[src/core/sdlc_pkg.sv]
package sdlc_pkg;

	// clocking
	localparam int          CLK_HZ         = 10_000_000;
	localparam int          INT_OSC_HZ     = 4_915_200;
	localparam int          EXT_CLK_MAX_HZ = 5_050_000;
	localparam int          PHASE_W        = 17;
	localparam logic [17:0] PHASE_STEP     = 18'h0c000;
	localparam logic [17:0] PHASE_MOD      = 18'h186a0;
	localparam logic        SEL_RST        = 1'b0;

	// filter and conversion timing
	localparam int OSR_DEF        = 61440;
	localparam int MOD_DIV_DEF    = 16;
	localparam int SINC_ORDER     = 4;
	localparam int OUT_W          = 24;
	localparam int FIRST_NOTCH_HZ = 5;
	localparam int NOTCH_50_IDX   = 10;
	localparam int NOTCH_60_IDX   = 12;
	localparam int CUTOFF_X1000   = 228;
	localparam int OVERRANGE_PCT  = 25;
	localparam int OUT_PERIOD_MS  = 200;
	localparam int HOST_WAIT_MS   = 800;
	localparam int SETTLE_WORDS   = HOST_WAIT_MS / OUT_PERIOD_MS;
	localparam logic [2:0] SETTLE_CNT = 3'(SETTLE_WORDS);

	// display
	localparam int         BP_N          = 3;
	localparam int         SEG_MAX       = 13;
	localparam int         SEG_35        = 10;
	localparam int         FRAME_W       = BP_N * SEG_MAX;
	localparam int         REFRESH_WORDS = 2;
	localparam int         MUX_DIV_DEF   = 256;
	localparam logic [1:0] PHASE_LAST    = 2'h2;

	// count weight in microvolts, 2 V range; fine range is ten times finer
	localparam logic [15:0] CW_UV_45   = 16'h0064;
	localparam logic [15:0] CW_UV_35   = 16'h03e8;
	localparam int          RANGE_FINE = 10;

	typedef logic [BP_N-1:0][SEG_MAX-1:0] sdlc_frame_type;

	typedef struct packed {
		logic [OUT_W-1:0] word;
		logic             settled;
	} sdlc_result_type;

endpackage

[src/core/sdlc_core.sv]
`timescale 1ns/1ps
module sdlc_core import sdlc_pkg::*; #(
	parameter int OSR       = OSR_DEF,
	parameter int MOD_DIV   = MOD_DIV_DEF,
	parameter int MUX_DIV   = MUX_DIV_DEF,
	parameter int SEG_N     = SEG_MAX,
	parameter bit FOUR_HALF = 1'b1
) (
	input  wire logic            clk_sys_in,
	input  wire logic            rst_n_in,
	input  wire logic            ce_in,
	input  wire logic            mod_bit_in,
	input  wire logic            ext_clk_in,
	input  wire logic            clock_source_select_in,
	input  wire logic            display_host_mode_in,
	input  wire sdlc_frame_type  host_frame_in,
	input  wire logic            range_fine_in,
	input  wire logic            result_read_in,
	output logic                 mod_clk_en_out,
	output sdlc_result_type      result_out,
	output logic                 eoc_n_out,
	output logic                 clock_source_active_out,
	output logic [15:0]          count_weight_uv_out,
	output logic                 backplane_drive_one_out,
	output logic                 backplane_drive_two_out,
	output logic                 backplane_drive_three_out,
	output logic [SEG_N-1:0]     segment_lines_out
);

	localparam int DEC_W = $clog2(OSR);
	localparam int ACC_W = SINC_ORDER * DEC_W + 1; // headroom for OSR^4 plus overrange
	localparam int DIV_W = $clog2(MOD_DIV);
	localparam int MUX_W = $clog2(MUX_DIV);

	// ---------------- clock source and modulator tick
	logic [PHASE_W-1:0] phase_ff;
	logic [PHASE_W-1:0] nxt_phase;
	logic               ext_prev_ff;
	logic               nxt_ext_prev;
	logic [DIV_W-1:0]   div_ff;
	logic [DIV_W-1:0]   nxt_div;
	logic               sel_ff;
	logic               nxt_sel;
	logic               mod_tick_ff;
	logic               nxt_mod_tick;
	logic [17:0]        phase_sum;
	logic               int_edge;
	logic               ext_edge;
	logic               src_edge;

	always_comb begin
		phase_sum = 18'({1'b0, phase_ff}) + PHASE_STEP;
		int_edge  = (phase_sum >= PHASE_MOD);
		nxt_phase = int_edge ? PHASE_W'(phase_sum - PHASE_MOD) : PHASE_W'(phase_sum);
		// external clock is sampled; its 5.05 MHz ceiling lies just above half the 10 MHz system rate
		nxt_ext_prev = ext_clk_in;
		ext_edge     = ext_clk_in & ~ext_prev_ff;
		src_edge     = sel_ff ? ext_edge : int_edge;
		nxt_div      = div_ff;
		nxt_mod_tick = 1'b0;
		nxt_sel      = sel_ff;
		if (src_edge) begin
			if (div_ff == DIV_W'(MOD_DIV - 1)) begin
				nxt_div      = '0;
				nxt_mod_tick = 1'b1; // all later rates derive from this tick
			end else begin
				nxt_div = DIV_W'(div_ff + 1'b1);
			end
		end
		// switch only between modulator periods, so none is cut short
		if (!src_edge && div_ff == '0 && clock_source_select_in != sel_ff) begin
			nxt_sel = clock_source_select_in;
		end
	end

	always_ff @(posedge clk_sys_in or negedge rst_n_in) begin
		if (!rst_n_in) begin
			phase_ff    <= '0;
			ext_prev_ff <= 1'b0;
			div_ff      <= '0;
			sel_ff      <= SEL_RST;
			mod_tick_ff <= 1'b0;
		end else if (ce_in) begin
			phase_ff    <= nxt_phase;
			ext_prev_ff <= nxt_ext_prev;
			div_ff      <= nxt_div;
			sel_ff      <= nxt_sel;
			mod_tick_ff <= nxt_mod_tick;
		end
	end

	// ---------------- sinc4 decimator
	logic [DEC_W-1:0] dec_cnt_ff;
	logic [DEC_W-1:0] nxt_dec_cnt;
	logic             dec_tick;
	logic [SINC_ORDER-2:0] dec_pipe_ff;
	logic [SINC_ORDER-2:0] nxt_dec_pipe;
	logic [SINC_ORDER-1:0] comb_en;
	logic [ACC_W-1:0] integ [0:SINC_ORDER];
	logic [ACC_W-1:0] comb  [0:SINC_ORDER];

	always_comb begin
		// N samples per word sets the first notch at the output rate
		dec_tick    = mod_tick_ff && (dec_cnt_ff == DEC_W'(OSR - 1));
		nxt_dec_cnt = dec_cnt_ff;
		if (mod_tick_ff) begin
			nxt_dec_cnt = dec_tick ? '0 : DEC_W'(dec_cnt_ff + 1'b1);
		end
		// combs ripple one clock apart, not one word apart, so settling stays at four words
		nxt_dec_pipe = {dec_pipe_ff[SINC_ORDER-3:0], dec_tick};
		comb_en      = {dec_pipe_ff, dec_tick};
	end

	always_ff @(posedge clk_sys_in or negedge rst_n_in) begin
		if (!rst_n_in) begin
			dec_cnt_ff  <= '0;
			dec_pipe_ff <= '0;
		end else if (ce_in) begin
			dec_cnt_ff  <= nxt_dec_cnt;
			dec_pipe_ff <= nxt_dec_pipe;
		end
	end

	// modulator bit is sampled on each tick it was clocked
	assign integ[0] = {{(ACC_W-1){1'b0}}, mod_bit_in};
	assign comb[0]  = integ[SINC_ORDER];

	// four integrators then four combs: notches at k*fout, cutoff 0.228 fout
	for (genvar g = 0; g < SINC_ORDER; g++) begin : g_stage
		sdlc_sinc_stage #(
			.W(ACC_W)
		) u_stage (
			.clk_sys_in  (clk_sys_in),
			.rst_n_in    (rst_n_in),
			.ce_in       (ce_in),
			.integ_en_in (mod_tick_ff),
			.comb_en_in  (comb_en[g]),
			.integ_in    (integ[g]),
			.integ_out   (integ[g+1]),
			.comb_in     (comb[g]),
			.comb_out    (comb[g+1])
		);
	end

	// ---------------- result, settling and end of conversion
	logic            word_stb_ff;
	logic            nxt_word_stb;
	logic [2:0]      word_cnt_ff;
	logic [2:0]      nxt_word_cnt;
	sdlc_result_type result_ff;
	sdlc_result_type nxt_result;
	logic            eoc_n_ff;
	logic            nxt_eoc_n;
	logic [OUT_W-1:0] new_word;
	logic [ACC_W+OUT_W-1:0] word_pad;
	logic [15:0]     cw_ff;
	logic [15:0]     nxt_cw;

	always_comb begin
		// zero fill below keeps a narrow accumulator legal and top-aligned
		word_pad     = {comb[SINC_ORDER], {OUT_W{1'b0}}};
		new_word     = word_pad[ACC_W+OUT_W-1 -: OUT_W];
		nxt_word_stb = dec_pipe_ff[SINC_ORDER-2];
		nxt_word_cnt = word_cnt_ff;
		nxt_result   = result_ff;
		nxt_eoc_n    = eoc_n_ff;
		if (word_stb_ff) begin
			if (word_cnt_ff != SETTLE_CNT) begin
				nxt_word_cnt = 3'(word_cnt_ff + 1'b1);
			end
			nxt_result.word    = new_word;
			nxt_result.settled = (nxt_word_cnt == SETTLE_CNT);
		end
		// a clock switch disturbs the filter history, so settling restarts
		if (sel_ff != nxt_sel) begin
			nxt_word_cnt       = '0;
			nxt_result.settled = 1'b0;
		end
		if (result_read_in) begin
			nxt_eoc_n = 1'b1;
		end
		if (word_stb_ff) begin
			nxt_eoc_n = 1'b0; // new word beats a read in the same cycle
		end
		nxt_cw = FOUR_HALF ? CW_UV_45 : CW_UV_35;
		if (range_fine_in) begin
			nxt_cw = 16'(nxt_cw / RANGE_FINE);
		end
	end

	always_ff @(posedge clk_sys_in or negedge rst_n_in) begin
		if (!rst_n_in) begin
			word_stb_ff <= 1'b0;
			word_cnt_ff <= '0;
			result_ff   <= '0;
			eoc_n_ff    <= 1'b1;
			cw_ff       <= '0;
		end else if (ce_in) begin
			word_stb_ff <= nxt_word_stb;
			word_cnt_ff <= nxt_word_cnt;
			result_ff   <= nxt_result;
			eoc_n_ff    <= nxt_eoc_n;
			cw_ff       <= nxt_cw;
		end
	end

	// ---------------- triplexed display
	logic           refresh_cnt_ff;
	logic           nxt_refresh_cnt;
	logic           refresh_stb;
	sdlc_frame_type frame_ff;
	sdlc_frame_type nxt_frame;
	logic [MUX_W-1:0] mux_cnt_ff;
	logic [MUX_W-1:0] nxt_mux_cnt;
	logic [1:0]     bp_phase_ff;
	logic [1:0]     nxt_bp_phase;
	logic           pol_ff;
	logic           nxt_pol;
	logic [BP_N-1:0] bp_ff;
	logic [BP_N-1:0] nxt_bp;
	logic [SEG_N-1:0] seg_ff;
	logic [SEG_N-1:0] nxt_seg;

	always_comb begin
		// one refresh per two output words: 2.5 Hz at the nominal clock
		refresh_stb     = word_stb_ff && refresh_cnt_ff;
		nxt_refresh_cnt = word_stb_ff ? ~refresh_cnt_ff : refresh_cnt_ff;
		nxt_frame       = frame_ff;
		if (refresh_stb) begin
			// whole frame swapped at once, never a mix of old and new
			if (display_host_mode_in) begin
				nxt_frame = host_frame_in; // per-segment host control
			end else begin
				nxt_frame = sdlc_frame_type'(FRAME_W'(new_word));
			end
		end
		nxt_mux_cnt  = mux_cnt_ff;
		nxt_bp_phase = bp_phase_ff;
		nxt_pol      = pol_ff;
		if (mod_tick_ff) begin
			nxt_mux_cnt = MUX_W'(mux_cnt_ff + 1'b1);
			if (mux_cnt_ff == MUX_W'(MUX_DIV - 1)) begin
				nxt_mux_cnt = '0;
				if (bp_phase_ff == PHASE_LAST) begin
					nxt_bp_phase = '0;
					nxt_pol      = ~pol_ff; // alternate polarity keeps the panel free of dc
				end else begin
					nxt_bp_phase = 2'(bp_phase_ff + 1'b1);
				end
			end
		end
		// the active backplane sits opposite the idle ones; on segments oppose it
		for (int b = 0; b < BP_N; b++) begin
			nxt_bp[b] = nxt_pol ^ (nxt_bp_phase == 2'(b));
		end
		for (int s = 0; s < SEG_N; s++) begin
			nxt_seg[s] = nxt_pol ^ ~nxt_frame[nxt_bp_phase][s];
		end
	end

	always_ff @(posedge clk_sys_in or negedge rst_n_in) begin
		if (!rst_n_in) begin
			refresh_cnt_ff <= 1'b0;
			frame_ff       <= '0;
			mux_cnt_ff     <= '0;
			bp_phase_ff    <= '0;
			pol_ff         <= 1'b0;
			bp_ff          <= 3'h1;
			seg_ff         <= '1;
		end else if (ce_in) begin
			refresh_cnt_ff <= nxt_refresh_cnt;
			frame_ff       <= nxt_frame;
			mux_cnt_ff     <= nxt_mux_cnt;
			bp_phase_ff    <= nxt_bp_phase;
			pol_ff         <= nxt_pol;
			bp_ff          <= nxt_bp;
			seg_ff         <= nxt_seg;
		end
	end

	assign mod_clk_en_out            = mod_tick_ff;
	assign result_out                = result_ff;
	assign eoc_n_out                 = eoc_n_ff;
	assign clock_source_active_out   = sel_ff;
	assign count_weight_uv_out       = cw_ff;
	assign backplane_drive_one_out   = bp_ff[0];
	assign backplane_drive_two_out   = bp_ff[1];
	assign backplane_drive_three_out = bp_ff[2];
	assign segment_lines_out         = seg_ff;

	// ---------------- checks
	a_eoc_new_word:
	assert property (@(posedge clk_sys_in) disable iff (!rst_n_in)
		word_stb_ff && ce_in |=> !eoc_n_out && result_out.word == $past(new_word))
	else $error("end of conversion not signalled with new word");

	a_eoc_read_clear:
	assert property (@(posedge clk_sys_in) disable iff (!rst_n_in)
		result_read_in && !word_stb_ff && ce_in |=> eoc_n_out)
	else $error("read did not release end of conversion");

	a_settle_four:
	assert property (@(posedge clk_sys_in) disable iff (!rst_n_in)
		$rose(result_out.settled) |-> $past(word_stb_ff) && word_cnt_ff == SETTLE_CNT)
	else $error("settled flag before four output words");

	a_switch_boundary:
	assert property (@(posedge clk_sys_in) disable iff (!rst_n_in)
		!$stable(sel_ff) |-> $past(div_ff) == '0 && !$past(src_edge))
	else $error("clock source switched inside a modulator period");

	a_reset_internal:
	assert property (@(posedge clk_sys_in) disable iff (!rst_n_in)
		$rose(rst_n_in) |-> !clock_source_active_out)
	else $error("external clock active straight after reset");

	a_word_period:
	assert property (@(posedge clk_sys_in) disable iff (!rst_n_in)
		dec_tick |-> mod_tick_ff && dec_cnt_ff == DEC_W'(OSR - 1) ##4 word_stb_ff)
	else $error("output word not on the decimation boundary");

	a_frame_latch:
	assert property (@(posedge clk_sys_in) disable iff (!rst_n_in)
		!$stable(frame_ff) |-> $past(refresh_stb) && $past(ce_in))
	else $error("display frame changed between refreshes");

	a_refresh_host:
	assert property (@(posedge clk_sys_in) disable iff (!rst_n_in)
		refresh_stb && display_host_mode_in && ce_in |=> frame_ff == $past(host_frame_in))
	else $error("host frame not taken at refresh");

	a_backplane_one:
	assert property (@(posedge clk_sys_in) disable iff (!rst_n_in)
		$onehot(bp_ff ^ {BP_N{pol_ff}}))
	else $error("backplane drive not one active line");

	a_refresh_rate:
	assert property (@(posedge clk_sys_in) disable iff (!rst_n_in)
		refresh_stb && ce_in |=> !refresh_cnt_ff ##0 !refresh_stb)
	else $error("refresh not every second word");

endmodule

[src/core/sdlc_sinc_stage.sv]
`timescale 1ns/1ps
module sdlc_sinc_stage import sdlc_pkg::*; #(
	parameter int W = 8
) (
	input  wire logic         clk_sys_in,
	input  wire logic         rst_n_in,
	input  wire logic         ce_in,
	input  wire logic         integ_en_in,
	input  wire logic         comb_en_in,
	input  wire logic [W-1:0] integ_in,
	output logic      [W-1:0] integ_out,
	input  wire logic [W-1:0] comb_in,
	output logic      [W-1:0] comb_out
);

	logic [W-1:0] integ_ff;
	logic [W-1:0] dly_ff;
	logic [W-1:0] comb_ff;
	logic [W-1:0] nxt_integ;
	logic [W-1:0] nxt_dly;
	logic [W-1:0] nxt_comb;

	// modular wrap is intended: the comb differences cancel it exactly
	always_comb begin
		nxt_integ = integ_ff;
		nxt_dly   = dly_ff;
		nxt_comb  = comb_ff;
		if (integ_en_in) begin
			nxt_integ = W'(integ_ff + integ_in);
		end
		if (comb_en_in) begin
			nxt_dly  = comb_in;
			nxt_comb = W'(comb_in - dly_ff);
		end
	end

	always_ff @(posedge clk_sys_in or negedge rst_n_in) begin
		if (!rst_n_in) begin
			integ_ff <= '0;
			dly_ff   <= '0;
			comb_ff  <= '0;
		end else if (ce_in) begin
			integ_ff <= nxt_integ;
			dly_ff   <= nxt_dly;
			comb_ff  <= nxt_comb;
		end
	end

	assign integ_out = integ_ff;
	assign comb_out  = comb_ff;

endmodule

[config.mk]
export PLATFORM = sky130hd
export DESIGN_NAME = sdlc_core
export DESIGN_NICKNAME = d
export VERILOG_FILES = /design/src/core/sdlc_pkg.sv /design/src/core/sdlc_core.sv /design/src/core/sdlc_sinc_stage.sv
export SDC_FILE = /design/constraint.sdc
export NUM_CORES = 2
export LEC_CHECK = 0
export BUFFER_PORTS_ARGS = -buffer_cell sky130_fd_sc_hd__buf_2
export CAP_MARGIN = 20
export CORE_UTILIZATION = 60
export CTS_BUF_LIST = sky130_fd_sc_hd__clkbuf_4 sky130_fd_sc_hd__clkbuf_8
export CTS_CLUSTER_DIAMETER = 120
export DETAILED_ROUTE_END_ITERATION = 6
export PLACE_DENSITY = 0.8
export REMOVE_ABC_BUFFERS = 1
export SLEW_MARGIN = 20
export SYNTH_ARGS = -nofsm -noshare
export SYNTH_HDL_FRONTEND = slang
export SYNTH_SLANG_ARGS = --single-unit
[constraint.sdc]
create_clock -name clk_sys_in -period 3.6 [get_ports clk_sys_in]
set_clock_uncertainty 0.1 [all_clocks]
set_input_delay 0.36 -clock clk_sys_in [delete_from_list [all_inputs] [get_ports clk_sys_in]]
set_output_delay 0.36 -clock clk_sys_in [all_outputs]
set_load 0.02 [all_outputs]
==> Word level (Yosys, flattened, before mapping) <==
Cells that the tools add are included.
{ "word_totals": {"output_inout_bits": 60, "register_bits": 936, "romBits": 0, "latchBits": 0, "input_bits": 48, "ramBits": 0, "elab_cells": 139, "mem_count": 0} }
{ "op_classes": {"mux": 27, "n_eq_ne": 10, "order_cmp": 2, "n_addsub": 15, "n_shift": 0, "bitwise": 33, "div": 0, "mul": 0, "n_reduce_logical": 18} }
{ "ops": {"columns": ["op", "n"], "rows": [
  ["$sub 65x65->65", 4],
  ["$add 65x65->65", 3],
  ["$mux 39", 2],
  ["$add 65x1->65", 1],
  ["$bmux 13 s2", 1],
  ["$add 17x16->18 const B", 1],
  ["$ge 18x17->1 const B", 1],
  ["$reduce_and 2->1", 9],
  ["$mux 17", 1],
  ["$sub 17x17->17 const B", 1],
  ["$add 16x1->16 const B", 1],
  ["$eq 16x16->1 const B", 1],
  ["$mux 16", 1],
  ["$not 1->1", 16],
  ["$xor 1x1->1", 16],
  ["$mux 13", 1],
  ["$mux 3", 4],
  ["$mux 1", 11],
  ["$add 8x1->8 const B", 1],
  ["$eq 8x8->1 const B", 1],
  ["$mux 8", 1],
  ["$mux 7", 1],
  ["$mux 2", 3],
  ["$add 4x1->4 const B", 1],
  ["16 further kinds", 22]
]} }

==> Logic depth before layout (Yosys ltp) <==
{ "depth": {"word_depth": 10, "mapped_depth": 14, "depth_no_buf": 14} }

==> By module <==
From an unflattened synthesis, not the netlist that was laid out.
{ "hier_totals": {"hier_cells": 8122, "area_unflattened_um2": 66687.7} }
{ "by_module_without_submodules": {"columns": ["mod", "n_inst", "area_each_um2", "seq_area_each_um2", "cells_each"], "rows": [
  ["sdlc_sinc_stage (g_stage[2].u_stage ...)", 2, 14948.1, 4879.7, 1887],
  ["sdlc_sinc_stage (g_stage[1].u_stage)", 1, 14820.5, 4879.7, 1847],
  ["sdlc_sinc_stage (g_stage[0].u_stage)", 1, 14348.8, 4879.7, 1776],
  ["sdlc_core", 1, 7622.3, 3447.1, 725]
]} }

==> Worst setup path after synthesis <==
No wires, ideal clock.
{ "synth_path": {"kind": "register -> register", "startpoint": "register g_stage[1].u_stage.integ_ff[21]", "endpoint": "register g_stage[2].u_stage.integ_ff[60]", "t_arrival_ns": 3.376, "required_ns": 3.374, "period_less_slack_ns": 3.602, "slack_ns": -0.002, "setup_ns": 0.126, "n_path_buf": 0, "stages_incl_launch_ff": 13, "path_cell_list": "dfrtp_1 ha_1 nand2_2 or3_1 or4_4 a2111oi_4 o2111ai_2 nand2_2 a311oi_4 o41ai_4 nand2_1 and4_1 o32a_1"} }
{ "synth_via": {"elab_chain_cells": 1} }
{ "synth_lines": {"columns": ["item", "line_no", "source"], "rows": [
  ["from (decl)", "sdlc_sinc_stage.sv:16", "logic [W-1:0] integ_ff;"],
  ["from (signal assigned)", "sdlc_sinc_stage.sv:43", "integ_ff <= nxt_integ;"],
  ["$add 65x65->65", "sdlc_sinc_stage.sv:29", "nxt_integ = W'(integ_ff + integ_in);"],
  ["to (signal assigned)", "sdlc_sinc_stage.sv:43", null],
  ["to (decl)", "sdlc_sinc_stage.sv:16", null]
]} }
Every way passes these cells.
A chain may end at the register's enable or synchronous reset.

==> Worst setup path in the final report <==
{ "layout_path": {"startpoint": "register g_stage[1].u_stage.integ_ff[22]", "endpoint": "register g_stage[2].u_stage.integ_ff[64]"} }
Same word-level chain as after synthesis.

==> metrics.yaml <==
sta:
  grt_setup_unrepaired: "yes"
  tightestPinTransition_ns: 0.761
  fin_ws_ns: -0.108
  finalSetupViolCount: 2
  finalSetupTns_ns: -0.216
  relSlewSlack: 0.492
  hold_violations: 0
  fmax_mhz: 270
  finalCritPeriodShare: 1.03
  finalCriticalPeriod_ns: 3.71
  slew_violations: 0
synth:
  synthMostInstantiatedCell: "nand2_1"
  synthTopCellsByCount: "1025 x nand2_1, 861 x dfrtp_1, 831 x o21ai_0"
  synth_edf_count: 0
  syn_area_per_cell_um2: 8.52
  synth_seq_cells: 876
  synthArstFlopShare: 1.00
  synth_top_area_cell: "dfrtp_1"
  synth_top_area_frac: 0.363
  syn_area_mm2: 0.0593
  synth_ff_type: "dfrtp_1"
  yosysWarningCount: 0
  netlist_top_cells_area: "dfrtp_1 36%, ha_1 9.7%, o21ai_0 7.0%"
  synth_cells: 6965
  yosysSeqAreaShare: 0.370
  synthDistinctLibCells: 105
run_status:
  failed_checks: "setup timing"
  outcome: "finished with violations"
placement:
  dpl.cell_count: 8424
  io_buffers: 96
  gp_congestion: 0.945
  hpwl_mm: 106
die:
  start_util: 0.610
  die_x_um: 316
  coreArea_mm2: 0.0973
  fp.dieH_um: 316
  die-area_mm2: 0.100
  num_rows: 114
  ios: 108
power_and_ir_drop:
  comb_power_share: 0.244
  switching_share: 0.313
  pwr-share-clk: 0.345
  p_int_w: 0.0198
  p_per_area_mw_per_mm2: 422
  p_leak_nw: 33.3
  seqPwrFrac: 0.411
  p_switching_w: 0.00900
  peakVddDrop_mv: 0.330
min_path:
  hp-class: "in -> reg"
  hold_depth: 4
clock_network:
  cts-root-buf: "clkbuf_8"
  clock_latency_ns: 0.85
  clk_pin_slew_ns: 0.06
  cts_tree: "yes"
  clockBufferDepth: 3
  cts.sinks: 876
  htreeDepth: 4
  numCtsBuffers: 153
route:
  vias: 51300
  wire_per_inst_um: 16.3
  drc: 0
  drtIter0Drc: 3427
  firstDrtPassIters: 5
  viasPerCell: 5.85
  ant_nets: 0
  drt-total-wl_mm: 143
worst_setup_path:
  cp_cell_sequence: "ha_4 > nand3_2 > or3_4 > or4_4 > a2111oi_4 > o2111ai_2 > nand2_2 > a311oi_4 > o41ai_4 > buf_4 > mux2i_1 > and4bb_1 > xnor2_1"
  crit_path_max_incr_delay_ns: 0.53
  critPathMaxFanout: 3
  r2r_slack_ns: -0.11
  required_ns: 4.22
  cp_data_arrival_time_ns: 4.33
  path_depth: 13
  cp.buffers_inverters: 1
  crit_family: "simple AND/OR/NAND/NOR gates"
  crit_path_end_kind: "register"
  slowest_stage: "or4_4"
  start_kind: "register"
  reg2reg_depth: 13
  crit_type: "reg -> reg"
layout:
  fin_cells: 8765
  finalNetCount: 7889
  areaGrowthSynthToFinish_pct: 15.0
  multi_input_area_mm2: 0.0355
  drive_gt1_frac: 0.149
  register_area_mm2: 0.0219
  finish.utilization: 0.701
  fillers: 7530
global_route:
  grt_usage: 0.284
  grt_max_degree: 129
  first_global_vias: 50200
  grt_overflow: 0
  grt_pass1_wl_mm: 238
  antenna_found_initial: 4
flow_run:
  maxCapViolations: 0
==> layer usage <==
metal,routed length [um],track usage
met4,5210,0.116
met5,13,0
met3,5890,0.0402
met2,67500,0.479
met1,64600,0.368
==> logic make-up (layout without fill, tap and decap cells) <==
logic type	Yosys count	in the layout	share of synthesized area
AND/OR/NAND/NOR	2040	2040	0.157
AO/OA/AOI/OAI	2245	2245	0.230
multiplexers	167	167	0.0308
XOR/XNOR	455	455	0.0672
other	1	14	0.0000632
buffers and inverters	715	1226	0.0469
adder cells (fa/ha/maj)	466	466	0.0990
flip-flops	876	876	0.370
==> state kept, by name, summed over array words and instances, names as in the netlist, 3 cells and up <==
register                   cells
phase_ff                      12
g_stage.u_stage.integ_out    260
result_out                    25
frame_ff                      39
bp_ff                          3
g_stage.u_stage.comb_out     219
div_ff                         4
segment_lines_out             13
dec_cnt_ff                    16
word_cnt_ff                    3
dec_pipe_ff                    3
g_stage.u_stage.dly_ff       260
mux_cnt_ff                     8
==> final cells by class <==
| class | instances | area share |
|---|---|---|
| diodes | 3 | 0.000110 |
| clock buffers | 228 | 0.0419 |
| clock inverters | 38 | 0.00710 |
| inverters | 387 | 0.0213 |
| multi-input cells | 5384 | 0.520 |
| flip-flops and latches | 876 | 0.322 |
| well taps | 1276 | 0.0234 |
| repair buffers | 573 | 0.0648 |
==> repair_timing <==
| action | CTS | global route |
|---|---|---|
| setup endpoints to repair | 54 | 107 |
| endpoints found under the hold margin | 770 | 0 |
| setup buffers | 8 | 17 |
| gates resized for setup | 48 | 117 |
| hold buffers | 51 | 0 |
| pin swaps | 13 | 78 |
==> power groups by stage <==
| stage | registers [W] | logic (W) | clock network (W) |
|---|---|---|---|
| after floorplan | 0.0119 | 0.00477 | 0 |
| after CTS | 0.0118 | 0.00688 | 0.0101 |
| final | 0.0118 | 0.00701 | 0.00992 |
| after global placement | 0.0119 | 0.00648 | 0 |
| after global routing | 0.0120 | 0.00785 | 0.0106 |
| after detailed placement | 0.0120 | 0.00674 | 0 |
==> per-stage QoR <==
stage               cell area [um^2]  hold slack (ns)  worst slack, ns  total power (W)
global placement               63400            0.225           -0.244           0.0184
global route                   68200           0.0826           -0.178           0.0304
floorplan                      58000          -0.0356            -3.50           0.0166
finish                         68200            0.103           -0.108           0.0288
detailed placement             63400            0.224           -0.295           0.0187
CTS                            67600           0.0143          -0.0526           0.0288
==> tightest hold or removal path: cells and delay by family <==
family | cells | cell delay [ns]
muxes | 2 | 0.25
AOI/OAI and AO/OA | 1 | 0.29
buffers and inverters | 1 | 0.11
==> path summary, 6_finish.rpt <==
check	start	to
setup / recovery	g_stage[1].u_stage.integ_out[22]	g_stage[2].u_stage.integ_out[64]
hold / removal	host_frame_in[16]	frame_ff[16]
setup reg to reg	g_stage[1].u_stage.integ_out[22]	g_stage[2].u_stage.integ_out[64]
hold reg to reg	phase_ff[10]	phase_ff[10]
max in group asynchronous	rst_n_in	dec_cnt_ff[5]
min in group asynchronous	rst_n_in	g_stage[3].u_stage.dly_ff[1]
==> cells in the final DEF, fill, tap and decap left out, drive strengths merged, types with 170 or more instances in the layout <==
cell type,count
nand2,1028
dfrtp,861
o21ai,860
a21oi,543
buf,523
ha,460
inv,393
nor2,314
a21o,287
xnor2,285
clkbuf,228
xor2,170
No activity file was read; power rests on OpenSTA's default activity.
